## src/hw/pdc_defs.svh

```systemverilog
// Register offsets, field positions, reset values and widths for the pulse/direction counter
`ifndef PDC_DEFS_SVH
`define PDC_DEFS_SVH

// ----------------------------------------------------------------
// Register byte offsets
// ----------------------------------------------------------------
`define PDC_OFF_CTRL    12'h000
`define PDC_OFF_RELOAD  12'h004
`define PDC_OFF_COUNT   12'h008
`define PDC_OFF_STATUS  12'h00C
`define PDC_OFF_IRQ_EN  12'h010
`define PDC_OFF_RUN     12'h014

// ----------------------------------------------------------------
// Control fields
// ----------------------------------------------------------------
`define PDC_CTRL_ENABLE   0
`define PDC_CTRL_RELOAD   1
`define PDC_CTRL_REPEAT   2
`define PDC_CTRL_GATE_EN  3
`define PDC_CTRL_GATE_RISE 4
`define PDC_CTRL_RETRIG   5
`define PDC_CTRL_LOAD     6
`define PDC_CTRL_W        7

// ----------------------------------------------------------------
// Status fields
// ----------------------------------------------------------------
`define PDC_ST_OVF  0
`define PDC_ST_UNF  1
`define PDC_ST_W    2

// ----------------------------------------------------------------
// Reset values and widths
// ----------------------------------------------------------------
`define PDC_CNT_W       8
`define PDC_RELOAD_RST  8'h33
`define PDC_CTRL_RST    7'h00
`define PDC_IRQ_EN_RST  2'h0

`endif

```

## src/hw/pdc_pkg.sv

```systemverilog
// Types shared by the pulse/direction counter files
package pdc_pkg;
   typedef enum logic [2:0] {
      PDC_IDLE = 3'b001,
      PDC_WAIT = 3'b010,
      PDC_RUN  = 3'b100
   } pdc_state_t;
endpackage

```

## src/hw/pdc_pin_sync.sv

```systemverilog
// Two-flop synchroniser with edge detection for one input pin
`timescale 1ns/1ps
module pdc_pin_sync (
   // Clock and reset
   input wire logic clk,
   input wire logic rst_n,
   // Pin side
   input wire logic pin,
   // Synchronised side
   output logic level,
   output logic rise,
   output logic fall
);
   logic meta;
   logic sync;
   logic prev;
   logic [2:0] fill;

   // Only the second stage reads the first
   always_ff @(posedge clk or negedge rst_n) begin
      if (!rst_n) begin
         meta <= 1'b0;
         sync <= 1'b0;
         prev <= 1'b0;
         fill <= 3'h0;
      end else begin
         meta <= pin;
         sync <= meta;
         prev <= sync;
         fill <= {fill[1:0], 1'b1};
      end
   end

   // Edges are masked until the pipeline holds real pin samples, so a pin idling high gives no false edge
   assign level = sync;
   assign rise = sync & ~prev & fill[2];
   assign fall = ~sync & prev & fill[2];
endmodule

```

## src/hw/pdc_apb_regs.sv

```systemverilog
// APB slave: control, reload, interrupt status and mask registers
`timescale 1ns/1ps
`include "pdc_defs.svh"
module pdc_apb_regs import pdc_pkg::*; #(
   parameter int CNT_W = `PDC_CNT_W
) (
   // Clock and reset
   input wire logic clk,
   input wire logic rst_n,
   // APB
   input wire logic psel,
   input wire logic penable,
   input wire logic pwrite,
   input wire logic [11:0] paddr,
   input wire logic [31:0] pwdata,
   output logic [31:0] prdata,
   output logic pready,
   output logic pslverr,
   // Counter side
   output logic [`PDC_CTRL_W-1:0] ctrl,
   output logic [CNT_W-1:0] reload_val,
   output logic load_pulse,
   input wire logic [CNT_W-1:0] count,
   input wire logic running,
   input wire logic ovf_evt,
   input wire logic unf_evt,
   // Interrupt
   output logic irq
);
   logic [`PDC_ST_W-1:0] status;
   logic [`PDC_ST_W-1:0] irq_en;
   logic wr;
   logic rd;
   logic [`PDC_ST_W-1:0] events;

   function automatic logic mapped(input logic [11:0] a);
      mapped = (a == `PDC_OFF_CTRL) || (a == `PDC_OFF_RELOAD) || (a == `PDC_OFF_COUNT) ||
               (a == `PDC_OFF_STATUS) || (a == `PDC_OFF_IRQ_EN) || (a == `PDC_OFF_RUN);
   endfunction

   assign wr = psel & penable & pwrite;
   assign rd = psel & ~penable & ~pwrite;
   assign pready = 1'b1;
   assign pslverr = psel & penable & ~mapped(paddr);
   assign events = {unf_evt, ovf_evt};

   always_ff @(posedge clk or negedge rst_n) begin
      if (!rst_n) begin
         ctrl <= `PDC_CTRL_RST;
         reload_val <= CNT_W'(`PDC_RELOAD_RST);
         irq_en <= `PDC_IRQ_EN_RST;
      end else if (wr) begin
         if (paddr == `PDC_OFF_CTRL) begin
            ctrl <= pwdata[`PDC_CTRL_W-1:0];
            ctrl[`PDC_CTRL_LOAD] <= 1'b0;
         end
         if (paddr == `PDC_OFF_RELOAD) begin
            reload_val <= pwdata[CNT_W-1:0];
         end
         if (paddr == `PDC_OFF_IRQ_EN) begin
            irq_en <= pwdata[`PDC_ST_W-1:0];
         end
      end
   end

   // Load strobe: a one in the load bit of a control write
   always_ff @(posedge clk or negedge rst_n) begin
      if (!rst_n) begin
         load_pulse <= 1'b0;
      end else begin
         load_pulse <= wr && (paddr == `PDC_OFF_CTRL) && pwdata[`PDC_CTRL_LOAD];
      end
   end

   // A new event beats a write-one-to-clear in the same cycle
   always_ff @(posedge clk or negedge rst_n) begin
      if (!rst_n) begin
         status <= '0;
      end else begin
         if (wr && paddr == `PDC_OFF_STATUS) begin
            status <= (status & ~pwdata[`PDC_ST_W-1:0]) | events;
         end else begin
            status <= status | events;
         end
      end
   end

   // Read data registered in the setup phase, valid in the access phase
   always_ff @(posedge clk or negedge rst_n) begin
      if (!rst_n) begin
         prdata <= '0;
      end else if (rd) begin
         case (paddr)
            `PDC_OFF_CTRL: prdata <= 32'(ctrl);
            `PDC_OFF_RELOAD: prdata <= 32'(reload_val);
            `PDC_OFF_COUNT: prdata <= 32'(count);
            `PDC_OFF_STATUS: prdata <= 32'(status);
            `PDC_OFF_IRQ_EN: prdata <= 32'(irq_en);
            `PDC_OFF_RUN: prdata <= 32'(running);
            default: prdata <= 32'h0000_0000;
         endcase
      end
   end

   assign irq = |(status & irq_en);
endmodule

```

## src/hw/pdc_counter.sv

```systemverilog
// Pulse/direction up/down event counter with gate, reload and count-once control
// Notes on behaviour
// - Each count pulse changes the count by exactly one, except a wrap with reload set, which loads the preset.
// - Direction input level selects increment or decrement per pulse.
// - Counting starts only with enable set; pulses ignored otherwise.
// - Reload and repetitive: wrap loads preset, counting continues.
// - Falling gate, no retrigger: first falling edge starts, later edges ignored.
// - Gate enabled: no counting and value held until gate edge starts it.
// - Falling gate with retrigger: every falling edge restarts counting.
// - Reload and count-once: wrap loads preset, then counting stops.
// - Rising-edge gate option works like falling, on rising edges.
`timescale 1ns/1ps
`include "pdc_defs.svh"
module pdc_counter import pdc_pkg::*; #(
   parameter int CNT_W = `PDC_CNT_W
) (
   // Clock and reset
   input wire logic clk,
   input wire logic rst_n,
   // External pins
   input wire logic count_pulse_input,
   input wire logic direction_input,
   input wire logic gate_input,
   // APB
   input wire logic psel,
   input wire logic penable,
   input wire logic pwrite,
   input wire logic [11:0] paddr,
   input wire logic [31:0] pwdata,
   output logic [31:0] prdata,
   output logic pready,
   output logic pslverr,
   // Status
   output logic [CNT_W-1:0] count_value,
   output logic overflow,
   output logic underflow,
   output logic irq
);
   logic [`PDC_CTRL_W-1:0] ctrl;
   logic [CNT_W-1:0] reload_val;
   logic load_pulse;
   logic pulse_rise;
   logic dir_up;
   logic gate_rise;
   logic gate_fall;
   logic gate_edge;
   logic enable;
   logic gate_en;
   logic wrap_up;
   logic wrap_dn;
   logic counting;
   pdc_state_t state;
   pdc_state_t next_state;

   // ----------------------------------------------------------------
   // Pin synchronisers
   // ----------------------------------------------------------------
   pdc_pin_sync u_pulse (
      .clk(clk),
      .rst_n(rst_n),
      .pin(count_pulse_input),
      .level(),
      .rise(pulse_rise),
      .fall()
   );

   pdc_pin_sync u_dir (
      .clk(clk),
      .rst_n(rst_n),
      .pin(direction_input),
      .level(dir_up),
      .rise(),
      .fall()
   );

   pdc_pin_sync u_gate (
      .clk(clk),
      .rst_n(rst_n),
      .pin(gate_input),
      .level(),
      .rise(gate_rise),
      .fall(gate_fall)
   );

   // ----------------------------------------------------------------
   // Registers
   // ----------------------------------------------------------------
   pdc_apb_regs #(
      .CNT_W(CNT_W)
   ) u_regs (
      .clk(clk),
      .rst_n(rst_n),
      .psel(psel),
      .penable(penable),
      .pwrite(pwrite),
      .paddr(paddr),
      .pwdata(pwdata),
      .prdata(prdata),
      .pready(pready),
      .pslverr(pslverr),
      .ctrl(ctrl),
      .reload_val(reload_val),
      .load_pulse(load_pulse),
      .count(count_value),
      .running(counting),
      .ovf_evt(overflow),
      .unf_evt(underflow),
      .irq(irq)
   );

   assign enable = ctrl[`PDC_CTRL_ENABLE];
   assign gate_en = ctrl[`PDC_CTRL_GATE_EN];
   // Selected gate edge
   assign gate_edge = ctrl[`PDC_CTRL_GATE_RISE] ? gate_rise : gate_fall;

   // ----------------------------------------------------------------
   // Run control
   // ----------------------------------------------------------------
   // WAIT holds the count until the gate edge; RUN counts pulses
   always_comb begin
      next_state = state;
      case (state)
         PDC_IDLE: begin
            if (enable) begin
               next_state = gate_en ? PDC_WAIT : PDC_RUN;
            end
         end
         PDC_WAIT: begin
            if (!enable) begin
               next_state = PDC_IDLE;
            end else if (gate_en && gate_edge && (!once_done || ctrl[`PDC_CTRL_RETRIG])) begin
               next_state = PDC_RUN;
            end
         end
         PDC_RUN: begin
            if (!enable) begin
               next_state = PDC_IDLE;
            end else if ((wrap_up || wrap_dn) && ctrl[`PDC_CTRL_RELOAD] && !ctrl[`PDC_CTRL_REPEAT]) begin
               // Count-once parks in WAIT so that a retrigger can rearm it
               next_state = PDC_WAIT;
            end
         end
         default: next_state = PDC_IDLE;
      endcase
   end

   always_ff @(posedge clk or negedge rst_n) begin
      if (!rst_n) begin
         state <= PDC_IDLE;
      end else begin
         state <= next_state;
      end
   end

   assign counting = (state == PDC_RUN);

   // ----------------------------------------------------------------
   // Counter
   // ----------------------------------------------------------------
   // A retrigger edge while running reloads and restarts rather than counting
   logic retrig_hit;
   logic once_done;

   assign retrig_hit = enable && gate_en && ctrl[`PDC_CTRL_RETRIG] && gate_edge;
   assign wrap_up = counting && pulse_rise && dir_up && (count_value == {CNT_W{1'b1}});
   assign wrap_dn = counting && pulse_rise && !dir_up && (count_value == '0);

   // Without retrigger a count-once stop is final until enable is cleared
   always_ff @(posedge clk or negedge rst_n) begin
      if (!rst_n) begin
         once_done <= 1'b0;
      end else if (!enable) begin
         once_done <= 1'b0;
      end else if ((wrap_up || wrap_dn) && ctrl[`PDC_CTRL_RELOAD] && !ctrl[`PDC_CTRL_REPEAT]) begin
         once_done <= 1'b1;
      end else if (retrig_hit) begin
         once_done <= 1'b0;
      end
   end

   always_ff @(posedge clk or negedge rst_n) begin
      if (!rst_n) begin
         count_value <= CNT_W'(`PDC_RELOAD_RST);
      end else if (load_pulse) begin
         count_value <= reload_val;
      end else if (retrig_hit && state != PDC_IDLE && !once_done) begin
         count_value <= reload_val;
      end else if (counting && pulse_rise) begin
         if ((wrap_up || wrap_dn) && ctrl[`PDC_CTRL_RELOAD]) begin
            count_value <= reload_val;
         end else if (dir_up) begin
            count_value <= count_value + 1'b1;
         end else begin
            count_value <= count_value - 1'b1;
         end
      end
   end

   // Flags are one-cycle pulses; the sticky copies live in the status register
   always_ff @(posedge clk or negedge rst_n) begin
      if (!rst_n) begin
         overflow <= 1'b0;
         underflow <= 1'b0;
      end else begin
         overflow <= wrap_up;
         underflow <= wrap_dn;
      end
   end
endmodule

```

## config.mk

```make
export PLATFORM = sky130hd
export DESIGN_NAME = pdc_counter
export DESIGN_NICKNAME = d
export VERILOG_FILES = /design/src/hw/pdc_pkg.sv /design/src/hw/pdc_pin_sync.sv /design/src/hw/pdc_apb_regs.sv /design/src/hw/pdc_counter.sv
export VERILOG_INCLUDE_DIRS = /design/src /design/src/hw
export SDC_FILE = /design/constraint.sdc
export NUM_CORES = 1
export LEC_CHECK = 0
export ABC_AREA = 1
export BUFFER_PORTS_ARGS = -buffer_cell sky130_fd_sc_hd__buf_2
export CAP_MARGIN = 0
export CELL_PAD_IN_SITES_DETAIL_PLACEMENT = 1
export CELL_PAD_IN_SITES_GLOBAL_PLACEMENT = 2
export CORE_AREA = 2 2 119 121
export DETAILED_ROUTE_END_ITERATION = 10
export DIE_AREA = 0 0 121 123
export PLACE_DENSITY = 0.77
export SLEW_MARGIN = 10
export SYNTH_ARGS = -nofsm -noshare
export SYNTH_HDL_FRONTEND = slang
export SYNTH_HIERARCHICAL = 1
export SYNTH_SLANG_ARGS = --single-unit
```

## constraint.sdc

```tcl
create_clock -name clk -period 1.8 [get_ports clk]
set_input_delay 0.36 -clock clk [delete_from_list [all_inputs] [get_ports clk]]
set_output_delay 0.36 -clock clk [all_outputs]
set_load 0.01 [all_outputs]
```

Word level (Yosys, flattened, before mapping). Cells that the tools add are included. Widths: inputs -> output; s select.

$add $sub $neg: 2. Eq/ne operators: 14. Mux-type cells: 18. Bitwise logic cells: 22. Reductions and logical operators: 35.

Operator list (number): $pmux 8 s6 (1); $mux 8 (5); $eq 12x4->1 const B (2); $eq 12x5->1 const B (2); $mux 3 (6); $logic_and 1x1->1 (17); $eq 12x3->1 const B (1); $logic_not 12->1 (1); $and 1x1->1 (11); $ne 3x3->1 const B (3); $pmux 3 s3 (1); $add 8x1->8 const B (1); $eq 8x8->1 const B (1); $logic_not 8->1 (1); $sub 8x1->8 const B (1); $logic_or 1x1->1 (7); $not 1->1 (6); $reduce_and 2->1 (3); $and 2x2->2 (2); $mux 1 (4); $or 2x2->2 (2); $eq 3x1->1 const B (1); $eq 3x2->1 const B (1); $eq 3x3->1 const B (1); 8 further kinds (10).

Register bits: 79. Input bits: 52. Output and inout bits: 45. Logic and storage cells: 112.

Logic depth before layout (Yosys ltp).
Depth after elaboration: 12. Depth in mapped cells: 12. Mapped depth without buffers: 11.

Cells and area by module. Netlist, hierarchy kept.

Modules (own cells, without submodules): pdc_apb_regs (instances 1, cells an instance 219, area an instance 1760.4 µm², sequential area each 680.7 µm²); pdc_counter (instances 1, cells an instance 207, area an instance 1348.8 µm², sequential area each 356.6 µm²); pdc_pin_sync (instances 3, cells an instance 11, area an instance 168.9 µm², sequential area each 150.1 µm²).

Least setup slack after synthesis. OpenSTA, ideal clock, no wires.

Path kind: reg2reg. From: register u_dir.sync (netlist: u_dir/level). To: register count_value[7]. Setup time: 0.118 ns. Arrival time: 1.548 ns. Required time: 1.682 ns. Path slack: 0.135 ns. Cell stages (with the launch flop): 11. Buffers on the path: 0. Cells stage by stage: dfrtp_1 -> inv_1 -> ha_1 -> nand2_1 -> inv_1 -> a21oi_1 -> nand3b_1 -> nand2_1 -> nand3_1 -> nand3_1 -> nand2_1.

Longest elaborated chain between the ends: 9. Elaborated cells between the ends (all ways): 12.

Ends and longest elaborated chain: from (decl) (line pdc_pin_sync.sv:15) `logic sync;`; from (signal assigned) (line pdc_pin_sync.sv:28) `sync <= meta;`; $logic_not 1->1 (line pdc_counter.sv:166) `assign wrap_dn = counting && pulse_rise && !dir_up && (count_value == '0);`; $logic_and 1x1->1 (2 in a row) (line pdc_counter.sv:166); $logic_or 1x1->1 (line pdc_counter.sv:189) `` if ((wrap_up || wrap_dn) && ctrl[`PDC_CTRL_RELOAD]) begin ``; $logic_and 1x1->1 (line pdc_counter.sv:189); $mux 8 (*) (line pdc_counter.sv:189); $mux 8 (*) (line pdc_counter.sv:188) `end else if (counting && pulse_rise) begin`; $mux 8 (*) (line pdc_counter.sv:186) `end else if (retrig_hit && state != PDC_IDLE && !once_done) begin`; $mux 8 (*) (line pdc_counter.sv:184) `end else if (load_pulse) begin`; to (signal assigned) (line pdc_counter.sv:185) `count_value <= reload_val;`; to (signal assigned) (line pdc_counter.sv:187) `count_value <= reload_val;`; to (signal assigned) (line pdc_counter.sv:190) `count_value <= reload_val;`; to (decl) (line pdc_counter.sv:34) `output logic [CNT_W-1:0] count_value,`.

Every way passes the cells marked *; elsewhere a longest branch is shown, timed or not. The select of a mux whose other input is x is not followed. A chain may end at the register's enable or synchronous reset.

Worst setup path in the final report.
From: register count_value[5]. To: register count_value[7].

Longest elaborated chain between the ends: 8. Elaborated cells between the ends (all ways): 13.

Ends and longest elaborated chain: from (signal assigned) (line pdc_counter.sv:183) `` count_value <= CNT_W'(`PDC_RELOAD_RST); ``; from (signal assigned) (line pdc_counter.sv:185); from (signal assigned) (line pdc_counter.sv:187); parallel branches: the longest is 4 deep, another holds $sub 8x1->8; $mux 8 (*) (line pdc_counter.sv:189); $mux 8 (*) (line pdc_counter.sv:188); $mux 8 (*) (line pdc_counter.sv:186); $mux 8 (*) (line pdc_counter.sv:184).

Mark *: on every way between the ends. The select of a mux whose other input is x is not followed.

==> flow_summary.json <==
{
  "ant_nets": 0,
  "grt_pass1_vias": 3103,
  "rrSetupSlack_ps": 60,
  "drc_errors": 0,
  "totalWireLength_um": 9510,
  "hold_viol": 0,
  "fin_setup_tns_ps": 0,
  "insertion_delay_ps": 300,
  "fin_area_mm2": 0.00430,
  "hold_path_class": "in2async",
  "fp.dieW_um": 121,
  "io_pins": 97,
  "htree_levels": 2,
  "grt_pass1_wl_um": 15200,
  "clkSinkCount": 55,
  "setup_viol_count_final": 0,
  "grt_max_degree": 56,
  "final_util": 0.316,
  "finalCriticalPeriod_ps": 1740,
  "core_area_mm2": 0.0136,
  "critPathLaunchType": "flop",
  "cts_tree": "yes",
  "cts_max_path_buffers": 2,
  "slew_viol_final": 0,
  "grt_overflow_total": 0,
  "syn_area_mm2": 0.00348,
  "place_congestion": 0.764,
  "dieArea_mm2": 0.0149,
  "max_cap_violations": 0,
  "critical_path_class": "reg2reg",
  "dp_hpwl_um": 7140,
  "crit_fanout": 8,
  "dp_slack_ps": -24.8,
  "finClkSkew_ps": 4.32,
  "max-vdd-ir-drop_mv": 0.349,
  "diodes": 0,
  "clock_tree.root_cell": "clkbuf_16",
  "p_leak_nw": 2.26,
  "fin_nets": 578,
  "cellPowerDensity_mw_per_mm2": 593,
  "vias_per_cell": 4.28,
  "crit_arrival_ps": 1940,
  "syn_inst": 447,
  "areaGrowthSynthToFinish_pct": 23.5,
  "end_kind": "flop",
  "io_buffers": 47,
  "critPathRequiredTime_ps": 2000,
  "start_util": 0.256,
  "drt_iter0_markers": 109,
  "fmax_ghz": 0.575,
  "num_vias": 2997,
  "drive_gt1_frac": 0.310,
  "dpl-instance-area_mm2": 0.00392,
  "n_fill_cell": 1694,
  "rows": 43,
  "dr.pass1.iters": 4,
  "yosysWarnings": 6,
  "cts_buffers": 5,
  "clk_pin_slew_ps": 80,
  "status": "complete, no violations",
  "grt_usage": 0.130,
  "final.setup.worst_slack_ps": 59.5,
  "die_h_um": 123,
  "wl_per_cell_um": 13.6,
  "antenna_found_initial": 0,
  "postSynthAreaPerCell_um2": 7.79,
  "finalCritPeriodShare": 0.967
}
-- flip-flops by register name, summed over array words and instances (netlist names) --
| register | flops |
|---|---|
| u_gate/fill | 3 |
| u_regs/ctrl | 6 |
| u_dir/level | 1 |
| u_pulse/fill | 3 |
| overflow | 1 |
| u_regs/prdata | 8 |
| u_regs/reload_val | 8 |
| count_value | 8 |
| u_gate/meta | 1 |
| u_pulse/level | 1 |
| u_regs/load_pulse | 1 |
| u_regs/irq_en | 2 |
| underflow | 1 |
| u_gate/prev | 1 |
| u_dir/meta | 1 |
| u_regs/status | 2 |
| state | 3 |
| u_pulse/meta | 1 |
| u_gate/level | 1 |
| u_pulse/prev | 1 |
| once_done | 1 |
-- final timing paths --
check	from	to	cells past startpoint
hold reg to reg	u_pulse/fill[0]$_DFF_PN0_	u_pulse/fill[1]$_DFF_PN0_	0
hold / removal	rst_n	u_regs/prdata[1]$_DFFE_PN0P_	2
setup / recovery	count_value[5]$_DFFE_PN1P_	count_value[7]$_DFFE_PN0P_	10
max in group asynchronous	rst_n	count_value[1]$_DFFE_PN1P_	2
setup reg to reg	count_value[5]$_DFFE_PN1P_	count_value[7]$_DFFE_PN0P_	10
min in group clk	count_pulse_input	u_pulse/meta$_DFF_PN0_	1
-- layout by cell type, fill, tap and decap left out, drive strengths merged, types with 8 or more instances in the layout --
master and instances:
nand2 155, buf 69, nand4 8, o21ai 19, inv 56, nand3 42, conb 27, dfstp 9
dfrtp 46, nor2 46
-- layout make-up --
| class | count | area [um^2] | area share |
|---|---|---|---|
| Clock buffer | 5 | 125 | 0.0291 |
| Clock inverter | 3 | 33.8 | 0.00786 |
| Inverter | 56 | 223 | 0.0518 |
| Multi-Input combinational cell | 332 | 1880 | 0.437 |
| Sequential cell | 55 | 1390 | 0.324 |
| Tap cell | 180 | 225 | 0.0524 |
| Timing Repair Buffer | 69 | 424 | 0.0987 |
-- what timing repair did --
action                     CTS  global route
hold buffers                 0             0
setup endpoints to repair    1            10
pin swaps                    0             6
buffers inserted             0             9
gates cloned                 0             1
gates resized for setup      1            28
-- stage by stage --
stage | hold slack, ps | instances | total power [W]
4_1_cts | 58.5 | 690 | 0.00258
6_report | 43.9 | 700 | 0.00255
3_3_place_gp | 331 | 682 | 0.00150
5_1_grt | 58.5 | 700 | 0.00266
3_5_place_dp | 336 | 682 | 0.00151
2_1_floorplan | 64.4 | 470 | 0.00145
-- worst max-delay path, cell delays in order (launching register included) --
cell	delay [ps]
dfstp_2	580
buf_6	150
nand3_1	100
nor2_1	160
nand3_1	110
nand2_2	120
nand2_4	100
nand2_8	100
nand2_1	80
nand3_2	80
nand2_1	60
-- report_power, final --
group / switching, W / total [W] / internal (W)
clock network: 0.000511 / 0.00105 / 0.000540
logic: 0.000150 / 0.000230 / 0.0000797
registers: 0.0000112 / 0.00127 / 0.00126
-- metal layers --
metal  up-vias  wire [um]  share of wire  GRT usage
met2        58       4790           0.50      0.233
met5         -          0              0          0
met1      1430       4260           0.45      0.160
li1       1499          -              -          -
met4         0        146          0.015     0.0414
met3        10        315          0.033     0.0185
(Power assumes the default switching activity.)
